`config.mk`:
```
export PLATFORM = sky130hd
export DESIGN_NAME = status_flag_enable_control
export DESIGN_NICKNAME = d
export VERILOG_FILES = /design/src/include/flag_ctrl_pkg.sv /design/src/logic/i2c_reg_slave.sv /design/src/logic/status_flag_enable_control.sv
export SDC_FILE = /design/constraint.sdc
export NUM_CORES = 1
export LEC_CHECK = 0
export BUFFER_PORTS_ARGS = -buffer_cell sky130_fd_sc_hd__buf_2
export CAP_MARGIN = 30
export CORE_MARGIN = 2
export CORE_UTILIZATION = 59
export CTS_CLUSTER_SIZE = 12
export DETAILED_ROUTE_END_ITERATION = 10
export HOLD_SLACK_MARGIN = 0.08
export PLACE_DENSITY = 0.8
export REMOVE_ABC_BUFFERS = 1
export SETUP_SLACK_MARGIN = 0.15
export SYNTH_ARGS = -nofsm -noshare
export SYNTH_HDL_FRONTEND = slang
export SYNTH_HIERARCHICAL = 1
export SYNTH_SLANG_ARGS = --single-unit
```
`constraint.sdc`:
```
create_clock -name mclk_i -period 3.14 [get_ports mclk_i]
set_clock_uncertainty 0.1 [all_clocks]
set_input_delay 0.471 -clock mclk_i [delete_from_list [all_inputs] [get_ports mclk_i]]
set_output_delay 0.471 -clock mclk_i [all_outputs]
set_load 0.005 [all_outputs]
```
`src/include/flag_ctrl_pkg.sv`:
```
// Constants and types for the converter status, flag and enable control block.
// Assumes a single 50 MHz clock and an I2C master outside driving SCL and SDA.
package flag_ctrl_pkg;

    // ------------------------------------------------------------
    // Timing
    // ------------------------------------------------------------
    localparam int unsigned CLK_HZ          = 50000000;
    localparam int unsigned UV_CYCLES       = 8;

    // ------------------------------------------------------------
    // I2C address and register indices
    // ------------------------------------------------------------
    localparam logic [3:0] ADDR_UPPER       = 4'h2;
    localparam logic [7:0] REG_CONTROL      = 8'h00;
    localparam logic [7:0] REG_DELAY_SOFT   = 8'h01;
    localparam logic [7:0] REG_OFFSET       = 8'h02;
    localparam logic [7:0] REG_MODE_FREQ    = 8'h03;
    localparam logic [7:0] REG_STATUS       = 8'h04;
    localparam logic [7:0] REG_FLAGS        = 8'h05;

    // ------------------------------------------------------------
    // Field positions
    // ------------------------------------------------------------
    localparam int unsigned CTL_SOFT_EN_BIT = 0;
    localparam int unsigned CTL_CLEAR_BIT   = 1;
    localparam int unsigned FLG_UV_BIT      = 0;
    localparam int unsigned FLG_OV_BIT      = 1;
    localparam int unsigned FLG_OT_BIT      = 2;
    localparam int unsigned FLG_CURRENT_LIMIT_FLAG_BIT    = 3;
    localparam int unsigned FLG_DIP_BIT     = 4;
    localparam int unsigned FLG_DNS_BIT     = 5;
    localparam int unsigned ST_DCM_BIT      = 0;
    localparam int unsigned ST_GOOD_BIT     = 1;

    // ------------------------------------------------------------
    // Reset values
    // ------------------------------------------------------------
    localparam logic [7:0] CONTROL_RST      = 8'h01;
    localparam logic [7:0] DELAY_SOFT_RST   = 8'h00;
    localparam logic [7:0] OFFSET_RST       = 8'h00;
    // Frequency code 0 is 250 kHz, code 3 is 1 MHz, in steps of 250 kHz
    localparam logic [7:0] MODE_FREQ_RST    = 8'h00;
    localparam logic [1:0] FREQ_CODE_MAX    = 2'h3;

    typedef enum logic [2:0] {
        I2C_IDLE,
        I2C_ADDR,
        I2C_ACK_ADDR,
        I2C_WRITE,
        I2C_ACK_WRITE,
        I2C_READ,
        I2C_ACK_READ
    } i2c_state_t;

endpackage

```
`src/logic/i2c_reg_slave.sv`:
```
// I2C slave with an 8-bit register pointer; reads a byte array, writes by strobe.
// Assumes SCL and SDA already pass through two flip-flops in the caller.
module i2c_reg_slave (
    input  wire logic       mclk_i,
    input  wire logic       rst_n_i,
    input  wire logic       scl_i,
    input  wire logic       sda_i,
    output logic            sda_oe_o,
    input  wire logic [2:0] addr_pins_i,
    input  wire logic [7:0] rd_data_i,
    output logic [7:0]      reg_ptr_o,
    output logic            wr_stb_o,
    output logic [7:0]      wr_data_o
);

    typedef struct packed {
        logic                     scl;
        logic                     sda;
        flag_ctrl_pkg::i2c_state_t st;
        logic [7:0]               sh;
        logic [2:0]               cnt;
        logic                     full;
        logic                     rw;
        logic                     ptr_set;
        logic [7:0]               ptr;
        logic                     oe;
        logic                     stb;
        logic [7:0]               wdata;
    } state_t;

    state_t q;
    state_t d;

    logic scl_rise;
    logic scl_fall;
    logic start_c;
    logic stop_c;

    assign scl_rise = scl_i & ~q.scl;
    assign scl_fall = ~scl_i & q.scl;
    assign start_c  = scl_i & q.scl & q.sda & ~sda_i;
    assign stop_c   = scl_i & q.scl & ~q.sda & sda_i;

    // ------------------------------------------------------------
    // Bus protocol
    // ------------------------------------------------------------
    always_comb begin
        d     = q;
        d.scl = scl_i;
        d.sda = sda_i;
        d.stb = 1'b0;
        if (start_c) begin
            d.st  = flag_ctrl_pkg::I2C_ADDR;
            d.cnt = 3'h0;
            d.full = 1'b0;
            d.oe  = 1'b0;
        end else if (stop_c) begin
            d.st = flag_ctrl_pkg::I2C_IDLE;
            d.oe = 1'b0;
        end else begin
            case (q.st)
                flag_ctrl_pkg::I2C_IDLE: begin
                    d.oe = 1'b0;
                end
                flag_ctrl_pkg::I2C_ADDR, flag_ctrl_pkg::I2C_WRITE: begin
                    if (scl_rise) begin
                        d.sh  = {q.sh[6:0], sda_i};
                        d.cnt  = q.cnt + 3'h1;
                        d.full = (q.cnt == 3'h7);
                    end
                    if (scl_fall && q.full) begin
                        if (q.st == flag_ctrl_pkg::I2C_ADDR) begin
                            if (q.sh[7:1] == {flag_ctrl_pkg::ADDR_UPPER, addr_pins_i}) begin
                                d.rw      = q.sh[0];
                                d.ptr_set = 1'b0;
                                d.oe      = 1'b1;
                                d.st      = flag_ctrl_pkg::I2C_ACK_ADDR;
                            end else begin
                                d.st = flag_ctrl_pkg::I2C_IDLE;
                            end
                        end else begin
                            if (!q.ptr_set) begin
                                d.ptr     = q.sh;
                                d.ptr_set = 1'b1;
                            end else begin
                                d.stb   = 1'b1;
                                d.wdata = q.sh;
                            end
                            d.oe = 1'b1;
                            d.st = flag_ctrl_pkg::I2C_ACK_WRITE;
                        end
                    end
                end
                flag_ctrl_pkg::I2C_ACK_ADDR, flag_ctrl_pkg::I2C_ACK_WRITE: begin
                    if (scl_fall) begin
                        d.cnt = 3'h0;
                        if (q.st == flag_ctrl_pkg::I2C_ACK_ADDR && q.rw) begin
                            d.sh = rd_data_i;
                            d.oe = ~rd_data_i[7];
                            d.st = flag_ctrl_pkg::I2C_READ;
                        end else begin
                            d.oe = 1'b0;
                            d.st = flag_ctrl_pkg::I2C_WRITE;
                        end
                    end
                    if (q.stb) begin
                        d.ptr = q.ptr + 8'h01;
                    end
                end
                flag_ctrl_pkg::I2C_READ: begin
                    if (scl_fall) begin
                        d.cnt = q.cnt + 3'h1;
                        if (q.cnt == 3'h7) begin
                            d.oe  = 1'b0;
                            d.ptr = q.ptr + 8'h01;
                            d.st  = flag_ctrl_pkg::I2C_ACK_READ;
                        end else begin
                            d.sh = {q.sh[6:0], 1'b0};
                            d.oe = ~q.sh[6];
                        end
                    end
                end
                flag_ctrl_pkg::I2C_ACK_READ: begin
                    if (scl_rise) begin
                        d.rw = ~sda_i;
                    end
                    if (scl_fall) begin
                        if (q.rw) begin
                            d.sh  = rd_data_i;
                            d.oe  = ~rd_data_i[7];
                            d.cnt = 3'h0;
                            d.st  = flag_ctrl_pkg::I2C_READ;
                        end else begin
                            d.st = flag_ctrl_pkg::I2C_IDLE;
                        end
                    end
                end
                default: begin
                    d.st = flag_ctrl_pkg::I2C_IDLE;
                end
            endcase
        end
    end

    always_ff @(posedge mclk_i or negedge rst_n_i) begin
        if (!rst_n_i) begin
            q <= '{scl: 1'b1, sda: 1'b1, st: flag_ctrl_pkg::I2C_IDLE, default: '0};
        end else begin
            q <= d;
        end
    end

    assign sda_oe_o  = q.oe;
    assign reg_ptr_o = q.ptr;
    assign wr_stb_o  = q.stb;
    assign wr_data_o = q.wdata;

endmodule

```
`src/logic/status_flag_enable_control.sv`:
```
// Status, sticky flag and enable control of a step-down converter, reached by I2C.
// Assumes fault conditions arrive as levels from analogue comparators outside this clock.
//
// Behaviour
// - Each status bit reads one exactly while its condition is present; output good also needs the converter running.
// - Each flag bit sets on its condition and stays set until a clearing event.
// - Discontinuous mode and output good are live status; the six faults are sticky.
// - Flags clear on input supply cycling, enable pin cycling, or the clear command.
// - The converter runs only with supplies present and the enable pin high.
// - Enable pin low turns the converter off and clears all flags.
// - With the pin high, soft enable zero stops the converter and keeps the flags.
// - Soft enable back to one with the pin high restarts the converter.
// - I2C reads and writes on/off, delay, soft-start, offset, margin, mode, frequency.
// - I2C reads all status and all flag bits.
// - Three address pins supply the three low bits of the slave address.
// - The frequency setting spans 250 kHz to 1 MHz.
// - The serial port is a standard I2C slave.
// - Did-not-start sets if feedback is under 90 percent after soft-start and good delay.
// - Clearing the overvoltage flag by the clear command works only once feedback is below 120 percent.
// - After undervoltage latch-off, restart needs the pin or soft enable low then high.
module status_flag_enable_control (
    input  wire logic       mclk_i,
    input  wire logic       rst_n_i,
    input  wire logic       enable_pin_i,
    input  wire logic       supplies_ok_i,
    input  wire logic       scl_i,
    input  wire logic       sda_i,
    output logic            sda_oe_o,
    input  wire logic       address_select_pin_low_i,
    input  wire logic       address_select_pin_mid_i,
    input  wire logic       address_select_pin_high_i,
    input  wire logic       dcm_cond_i,
    input  wire logic       feedback_node_good_i,
    input  wire logic       feedback_node_over_i,
    input  wire logic       uv_latch_cond_i,
    input  wire logic       thermal_cond_i,
    input  wire logic       current_limit_cond_i,
    input  wire logic       input_dip_cond_i,
    input  wire logic       start_window_done_i,
    output logic            converter_run_o,
    output logic [7:0]      delay_soft_o,
    output logic [7:0]      offset_margin_o,
    output logic [7:0]      mode_freq_o,
    output logic            output_good_status_o,
    output logic            low_output_latch_flag_o,
    output logic            overvoltage_flag_o,
    output logic            thermal_trip_flag_o,
    output logic            current_limit_flag_o,
    output logic            input_dip_flag_o,
    output logic            start_failure_flag_o
);

    localparam int unsigned NSYNC = 14;

    typedef struct packed {
        logic [NSYNC-1:0] s1;
        logic [NSYNC-1:0] s2;
        logic             pin_prev;
        logic             sup_prev;
        logic             converter_soft_enable;
        logic [7:0]       delay_soft;
        logic [7:0]       offset;
        logic [7:0]       mode_freq;
        logic [5:0]       flags;
        logic             uv_latched;
        logic             run;
    } state_t;

    state_t q;
    state_t d;

    logic [7:0] reg_ptr;
    logic       wr_stb;
    logic [7:0] wr_data;
    logic [7:0] rd_data;
    logic [NSYNC-1:0] raw;

    // Synchronised copies, and s_win taken straight from start_window_done_i
    logic s_en;
    logic s_sup;
    logic s_scl;
    logic s_sda;
    logic [2:0] s_addr;
    logic s_dcm;
    logic s_good;
    logic s_over;
    logic s_uv;
    logic s_ot;
    logic s_current_limit_flag;
    logic s_dip;
    logic s_win;

    logic       pin_low;
    logic       sup_loss;
    logic       flag_clear_command;
    logic [5:0] cond;
    logic [5:0] clr_mask;

    // ------------------------------------------------------------
    // Input synchronisers
    // ------------------------------------------------------------
    assign raw = {enable_pin_i, supplies_ok_i, scl_i, sda_i,
                  address_select_pin_high_i, address_select_pin_mid_i,
                  address_select_pin_low_i, dcm_cond_i, feedback_node_good_i,
                  feedback_node_over_i, uv_latch_cond_i, thermal_cond_i,
                  current_limit_cond_i, input_dip_cond_i};
    assign {s_en, s_sup, s_scl, s_sda, s_addr, s_dcm, s_good,
            s_over, s_uv, s_ot, s_current_limit_flag, s_dip} = q.s2;
    assign s_win = start_window_done_i;

    // ------------------------------------------------------------
    // I2C port
    // ------------------------------------------------------------
    i2c_reg_slave u_i2c (
        .mclk_i      (mclk_i),
        .rst_n_i     (rst_n_i),
        .scl_i       (s_scl),
        .sda_i       (s_sda),
        .sda_oe_o    (sda_oe_o),
        .addr_pins_i (s_addr),
        .rd_data_i   (rd_data),
        .reg_ptr_o   (reg_ptr),
        .wr_stb_o    (wr_stb),
        .wr_data_o   (wr_data)
    );

    // ------------------------------------------------------------
    // Read mux
    // ------------------------------------------------------------
    always_comb begin
        case (reg_ptr)
            flag_ctrl_pkg::REG_CONTROL:    rd_data = {7'h00, q.converter_soft_enable};
            flag_ctrl_pkg::REG_DELAY_SOFT: rd_data = q.delay_soft;
            flag_ctrl_pkg::REG_OFFSET:     rd_data = q.offset;
            flag_ctrl_pkg::REG_MODE_FREQ:  rd_data = q.mode_freq;
            flag_ctrl_pkg::REG_STATUS:     rd_data = {6'h00, q.run & s_good, s_dcm};
            flag_ctrl_pkg::REG_FLAGS:      rd_data = {2'h0, q.flags};
            default:                       rd_data = 8'h00;
        endcase
    end

    // ------------------------------------------------------------
    // Control and flags
    // ------------------------------------------------------------
    assign pin_low            = ~s_en;
    assign sup_loss           = ~s_sup;
    assign flag_clear_command = wr_stb && reg_ptr == flag_ctrl_pkg::REG_CONTROL
                                && wr_data[flag_ctrl_pkg::CTL_CLEAR_BIT];

    always_comb begin
        cond = 6'h00;
        cond[flag_ctrl_pkg::FLG_UV_BIT]   = q.run & s_uv;
        cond[flag_ctrl_pkg::FLG_OV_BIT]   = s_over;
        cond[flag_ctrl_pkg::FLG_OT_BIT]   = s_ot;
        cond[flag_ctrl_pkg::FLG_CURRENT_LIMIT_FLAG_BIT] = s_current_limit_flag;
        cond[flag_ctrl_pkg::FLG_DIP_BIT]  = s_dip;
        cond[flag_ctrl_pkg::FLG_DNS_BIT]  = q.run & s_win & ~s_good;
        clr_mask = 6'h00;
        if (pin_low || sup_loss) begin
            clr_mask = 6'h3F;
            cond     = 6'h00;
        end else if (flag_clear_command) begin
            clr_mask = 6'h3F;
            clr_mask[flag_ctrl_pkg::FLG_OV_BIT] = ~s_over;
        end
    end

    always_comb begin
        d          = q;
        d.s1       = raw;
        d.s2       = q.s1;
        d.pin_prev = s_en;
        d.sup_prev = s_sup;
        if (wr_stb) begin
            case (reg_ptr)
                flag_ctrl_pkg::REG_CONTROL: begin
                    d.converter_soft_enable = wr_data[flag_ctrl_pkg::CTL_SOFT_EN_BIT];
                end
                flag_ctrl_pkg::REG_DELAY_SOFT: d.delay_soft = wr_data;
                flag_ctrl_pkg::REG_OFFSET:     d.offset = wr_data;
                flag_ctrl_pkg::REG_MODE_FREQ: begin
                    d.mode_freq = wr_data;
                    if (wr_data[1:0] > flag_ctrl_pkg::FREQ_CODE_MAX) begin
                        d.mode_freq[1:0] = flag_ctrl_pkg::FREQ_CODE_MAX;
                    end
                end
                default: d.mode_freq = q.mode_freq;
            endcase
        end
        d.flags = (q.flags & ~clr_mask) | cond;
        // Undervoltage latch released only by an enable low phase
        if (pin_low || !d.converter_soft_enable) begin
            d.uv_latched = 1'b0;
        end else if (cond[flag_ctrl_pkg::FLG_UV_BIT]) begin
            d.uv_latched = 1'b1;
        end
        d.run = s_en & s_sup & d.converter_soft_enable & ~d.uv_latched
                & ~s_ot;
    end

    always_ff @(posedge mclk_i or negedge rst_n_i) begin
        if (!rst_n_i) begin
            q <= '{converter_soft_enable: flag_ctrl_pkg::CONTROL_RST[0],
                   delay_soft: flag_ctrl_pkg::DELAY_SOFT_RST,
                   offset: flag_ctrl_pkg::OFFSET_RST,
                   mode_freq: flag_ctrl_pkg::MODE_FREQ_RST,
                   default: '0};
        end else begin
            q <= d;
        end
    end

    // ------------------------------------------------------------
    // Outputs
    // ------------------------------------------------------------
    assign converter_run_o         = q.run;
    assign delay_soft_o            = q.delay_soft;
    assign offset_margin_o         = q.offset;
    assign mode_freq_o             = q.mode_freq;
    assign output_good_status_o    = q.run & s_good;
    assign low_output_latch_flag_o = q.flags[flag_ctrl_pkg::FLG_UV_BIT];
    assign overvoltage_flag_o      = q.flags[flag_ctrl_pkg::FLG_OV_BIT];
    assign thermal_trip_flag_o     = q.flags[flag_ctrl_pkg::FLG_OT_BIT];
    assign current_limit_flag_o    = q.flags[flag_ctrl_pkg::FLG_CURRENT_LIMIT_FLAG_BIT];
    assign input_dip_flag_o        = q.flags[flag_ctrl_pkg::FLG_DIP_BIT];
    assign start_failure_flag_o    = q.flags[flag_ctrl_pkg::FLG_DNS_BIT];

endmodule

```
==> results.toml <==
[outcome]
outcome = "completed"

[logic_synthesis]
ys_warn_count = 6
synth_top_area_share_pct = 47.6
yosysUniqueCellTypes = 75
syn_area_per_cell_um2 = 11.4
synth-seq-cells = 98
yosysMostFrequentCell = "dfrtp_1"
syn_inst = 438
synth_area_leader_cell = "dfrtp_1"
async_flop_share_pct = 100
synthTopCellsByArea = "dfrtp_1 (48%), mux2_2 (9.5%), buf_4 (6.6%)"
syn-cell-area_mm2 = 0.00500
synthTopCellsByCount = "dfrtp_1 (95), buf_4 (44), mux2_2 (42)"
synth_flop_cell = "dfrtp_1"
synth_seq_area_share_pct = 49.1
synth_edf_count = 0

[cts]
clk_path_buf_depth = 2
htreeDepth = 3
hold_buffers = 0
clk_pin_slew_worst_paths_ns = 0.10
cts-buffers-inserted = 9
cts_num_sinks = 98
clk-insertion-delay-late_ns = 0.36
cts_tree = "done"
postCtsSetupRepairBufs = 0
cts_resized = 0
cts-root-buf = "clkbuf_8"

[routing]
via_count = 3426
top_layer = "met4"
drtAntennaViolNets = 0
first_pass_iters = 5
via_per_inst = 6.18
wl_met3_um = 576
dr_wl_met2_um = 4940
drc = 0
wl_per_cell_um = 18.5
dr.first_iter.drc_count = 294
wl_met1_um = 4620
drt-total-wl_um = 10300

[global_route]
globalRouteOverflowTotal = 0
globalRouteTotalUtil_pct = 23.3
grt_pass1_vias = 3272
antenna_found_initial = 0
grt_max_degree = 69
grt_pass1_wl_um = 16400

[critical_path]
cp.arrival_ns = 2.59
end_kind = "flip-flop"
cp_num_buf_inv = 0
critPathSlowestCell = "or4_1"
r2r_slack_ns = 0.70
critPathRequiredTime_ns = 3.29
startpoint_type = "flip-flop"
crit_fanout = 8
path_delay_family = "simple AND/OR/NAND/NOR gates"
critPathMaxStageDelay_ns = 0.71
worstSetupPathType = "reg2reg"
crit_chain = "or4_1 -> nor4_4 -> mux2_2"

[run]
cap_violations = 0

[layout]
n_antenna_cell = 0
drive_gt1_share_pct = 32.1
num-fill-cells = 600
area_growth_pct = 4.43
fin_cells = 554
layout.nets = 464

[pwr]
vdd_drop_max_v = 0.000369
power_density_mw_per_mm2 = 682
p_leak_nw = 2.42

[placed_design]
dpl_worst_slack_ns = 0.726
place_inst = 538
hpwlAfterDp_um = 7070
numPortBuffers = 49
place.gp.congestion = 0.870

[floorplan]
start_util_pct = 60.8
dieHeight_um = 96.0
die-width_um = 96.0
core_area_mm2 = 0.00822
dieArea_mm2 = 0.00922
rows = 33
pin_count = 50

[timing]
hold_viol_final = 0
whs_ns = 0.108
drv_slew = 0
relSlewSlack_pct = 43.5
fin_ws_ns = 0.697
setup_tns_ns = 0
max_freq_mhz = 409
period_needed_ns = 2.44
min_period_over_period_pct = 77.8
final-setup-viol-count = 0
max_slew.worst_pin.slew_ns = 0.847
rsz0062_at_grt = "no"

[worst_hold_path]
hp-class = "in2reg"
==> state kept, by name (all words and copies together) (netlist names) <==
signal / count
overvoltage_flag_o: 1
q: 14
u_i2c/wr_stb_o: 1
converter_run_o: 1
delay_soft_o: 8
low_output_latch_flag_o: 1
u_i2c/reg_ptr_o: 8
mode_freq_o: 8
current_limit_flag_o: 1
u_i2c/sda_oe_o: 1
start_failure_flag_o: 1
input_dip_flag_o: 1
offset_margin_o: 8
thermal_trip_flag_o: 1
u_i2c/q: 19
d: 16
u_i2c/wr_data_o: 8
==> layout make-up <==
class	instances	area (um2)	share of cell area, %
sequential	98	2460	47.1
multi-input combinational	273	2080	39.9
timing repair buffer	54	298	5.71
clock buffer	10	138	2.64
tap	105	131	2.52
clock inverter	6	82.6	1.58
inverter	8	30.0	0.575
==> cell families after synthesis <==
group | share of synthesized area [%]
fa+ha+maj | 0.751
simple gates | 13.4
flops | 49.1
compound gates | 13.3
mux | 13.1
xor+xnor | 1.05
buf+inv | 9.16
==> where the power goes <==
| group | total, mW | internal, mW | switching (mW) | leakage [nW] |
|---|---|---|---|---|
| clock network | 0.868 | 0.408 | 0.460 | 0.108 |
| registers | 1.64 | 1.40 | 0.243 | 1.27 |
| logic | 1.05 | 0.479 | 0.572 | 1.05 |
==> metal layers <==
metal	global-route usage (%)	vias up
li1	-	1567
met1	33.4	1708
met2	36.9	138
met3	3.05	13
met4	7.98	0
met5	0	-
==> stage by stage <==
stage,power [mW],cell area (um2),utilization [%]
2_1_floorplan,2.37,4570,-
3_3_place_gp,2.64,5000,60.8
3_5_place_dp,2.68,5000,60.8
4_1_cts,3.55,5220,63.5
5_1_grt,3.73,5220,63.5
6_report,3.56,5220,63.5
==> placed cells by master, fill, tap and decap left out, types with 4 or more instances in the layout <==
master,count
xnor2_1,4
nor2b_1,8
nand4_1,5
nand2_1,24
nor2_1,23
clkbuf_8,10
a21oi_1,17
nand3b_1,6
mux2_4,8
inv_1,7
nand3_1,13
mux2_2,42
o21ai_0,22
a22oi_1,9
buf_4,5
nand2b_1,5
dfrtp_1,95
a31oi_1,8
buf_2,48
a32oi_1,5
==> final timing paths <==
path | start | endpoint | depth (start not counted)
worst max-delay path | u_i2c/reg_ptr_o[4] | offset_margin_o[7] | 3
worst min-delay path | current_limit_cond_i | d[36] | 1
min in group asynchronous | rst_n_i | u_i2c/q[24] | 1
worst max register to register | u_i2c/reg_ptr_o[4] | offset_margin_o[7] | 3
worst min register to register | d[46] | q[46] | 0
max in group asynchronous | rst_n_i | q[32] | 2
Power figures use the tool's default switching activity.
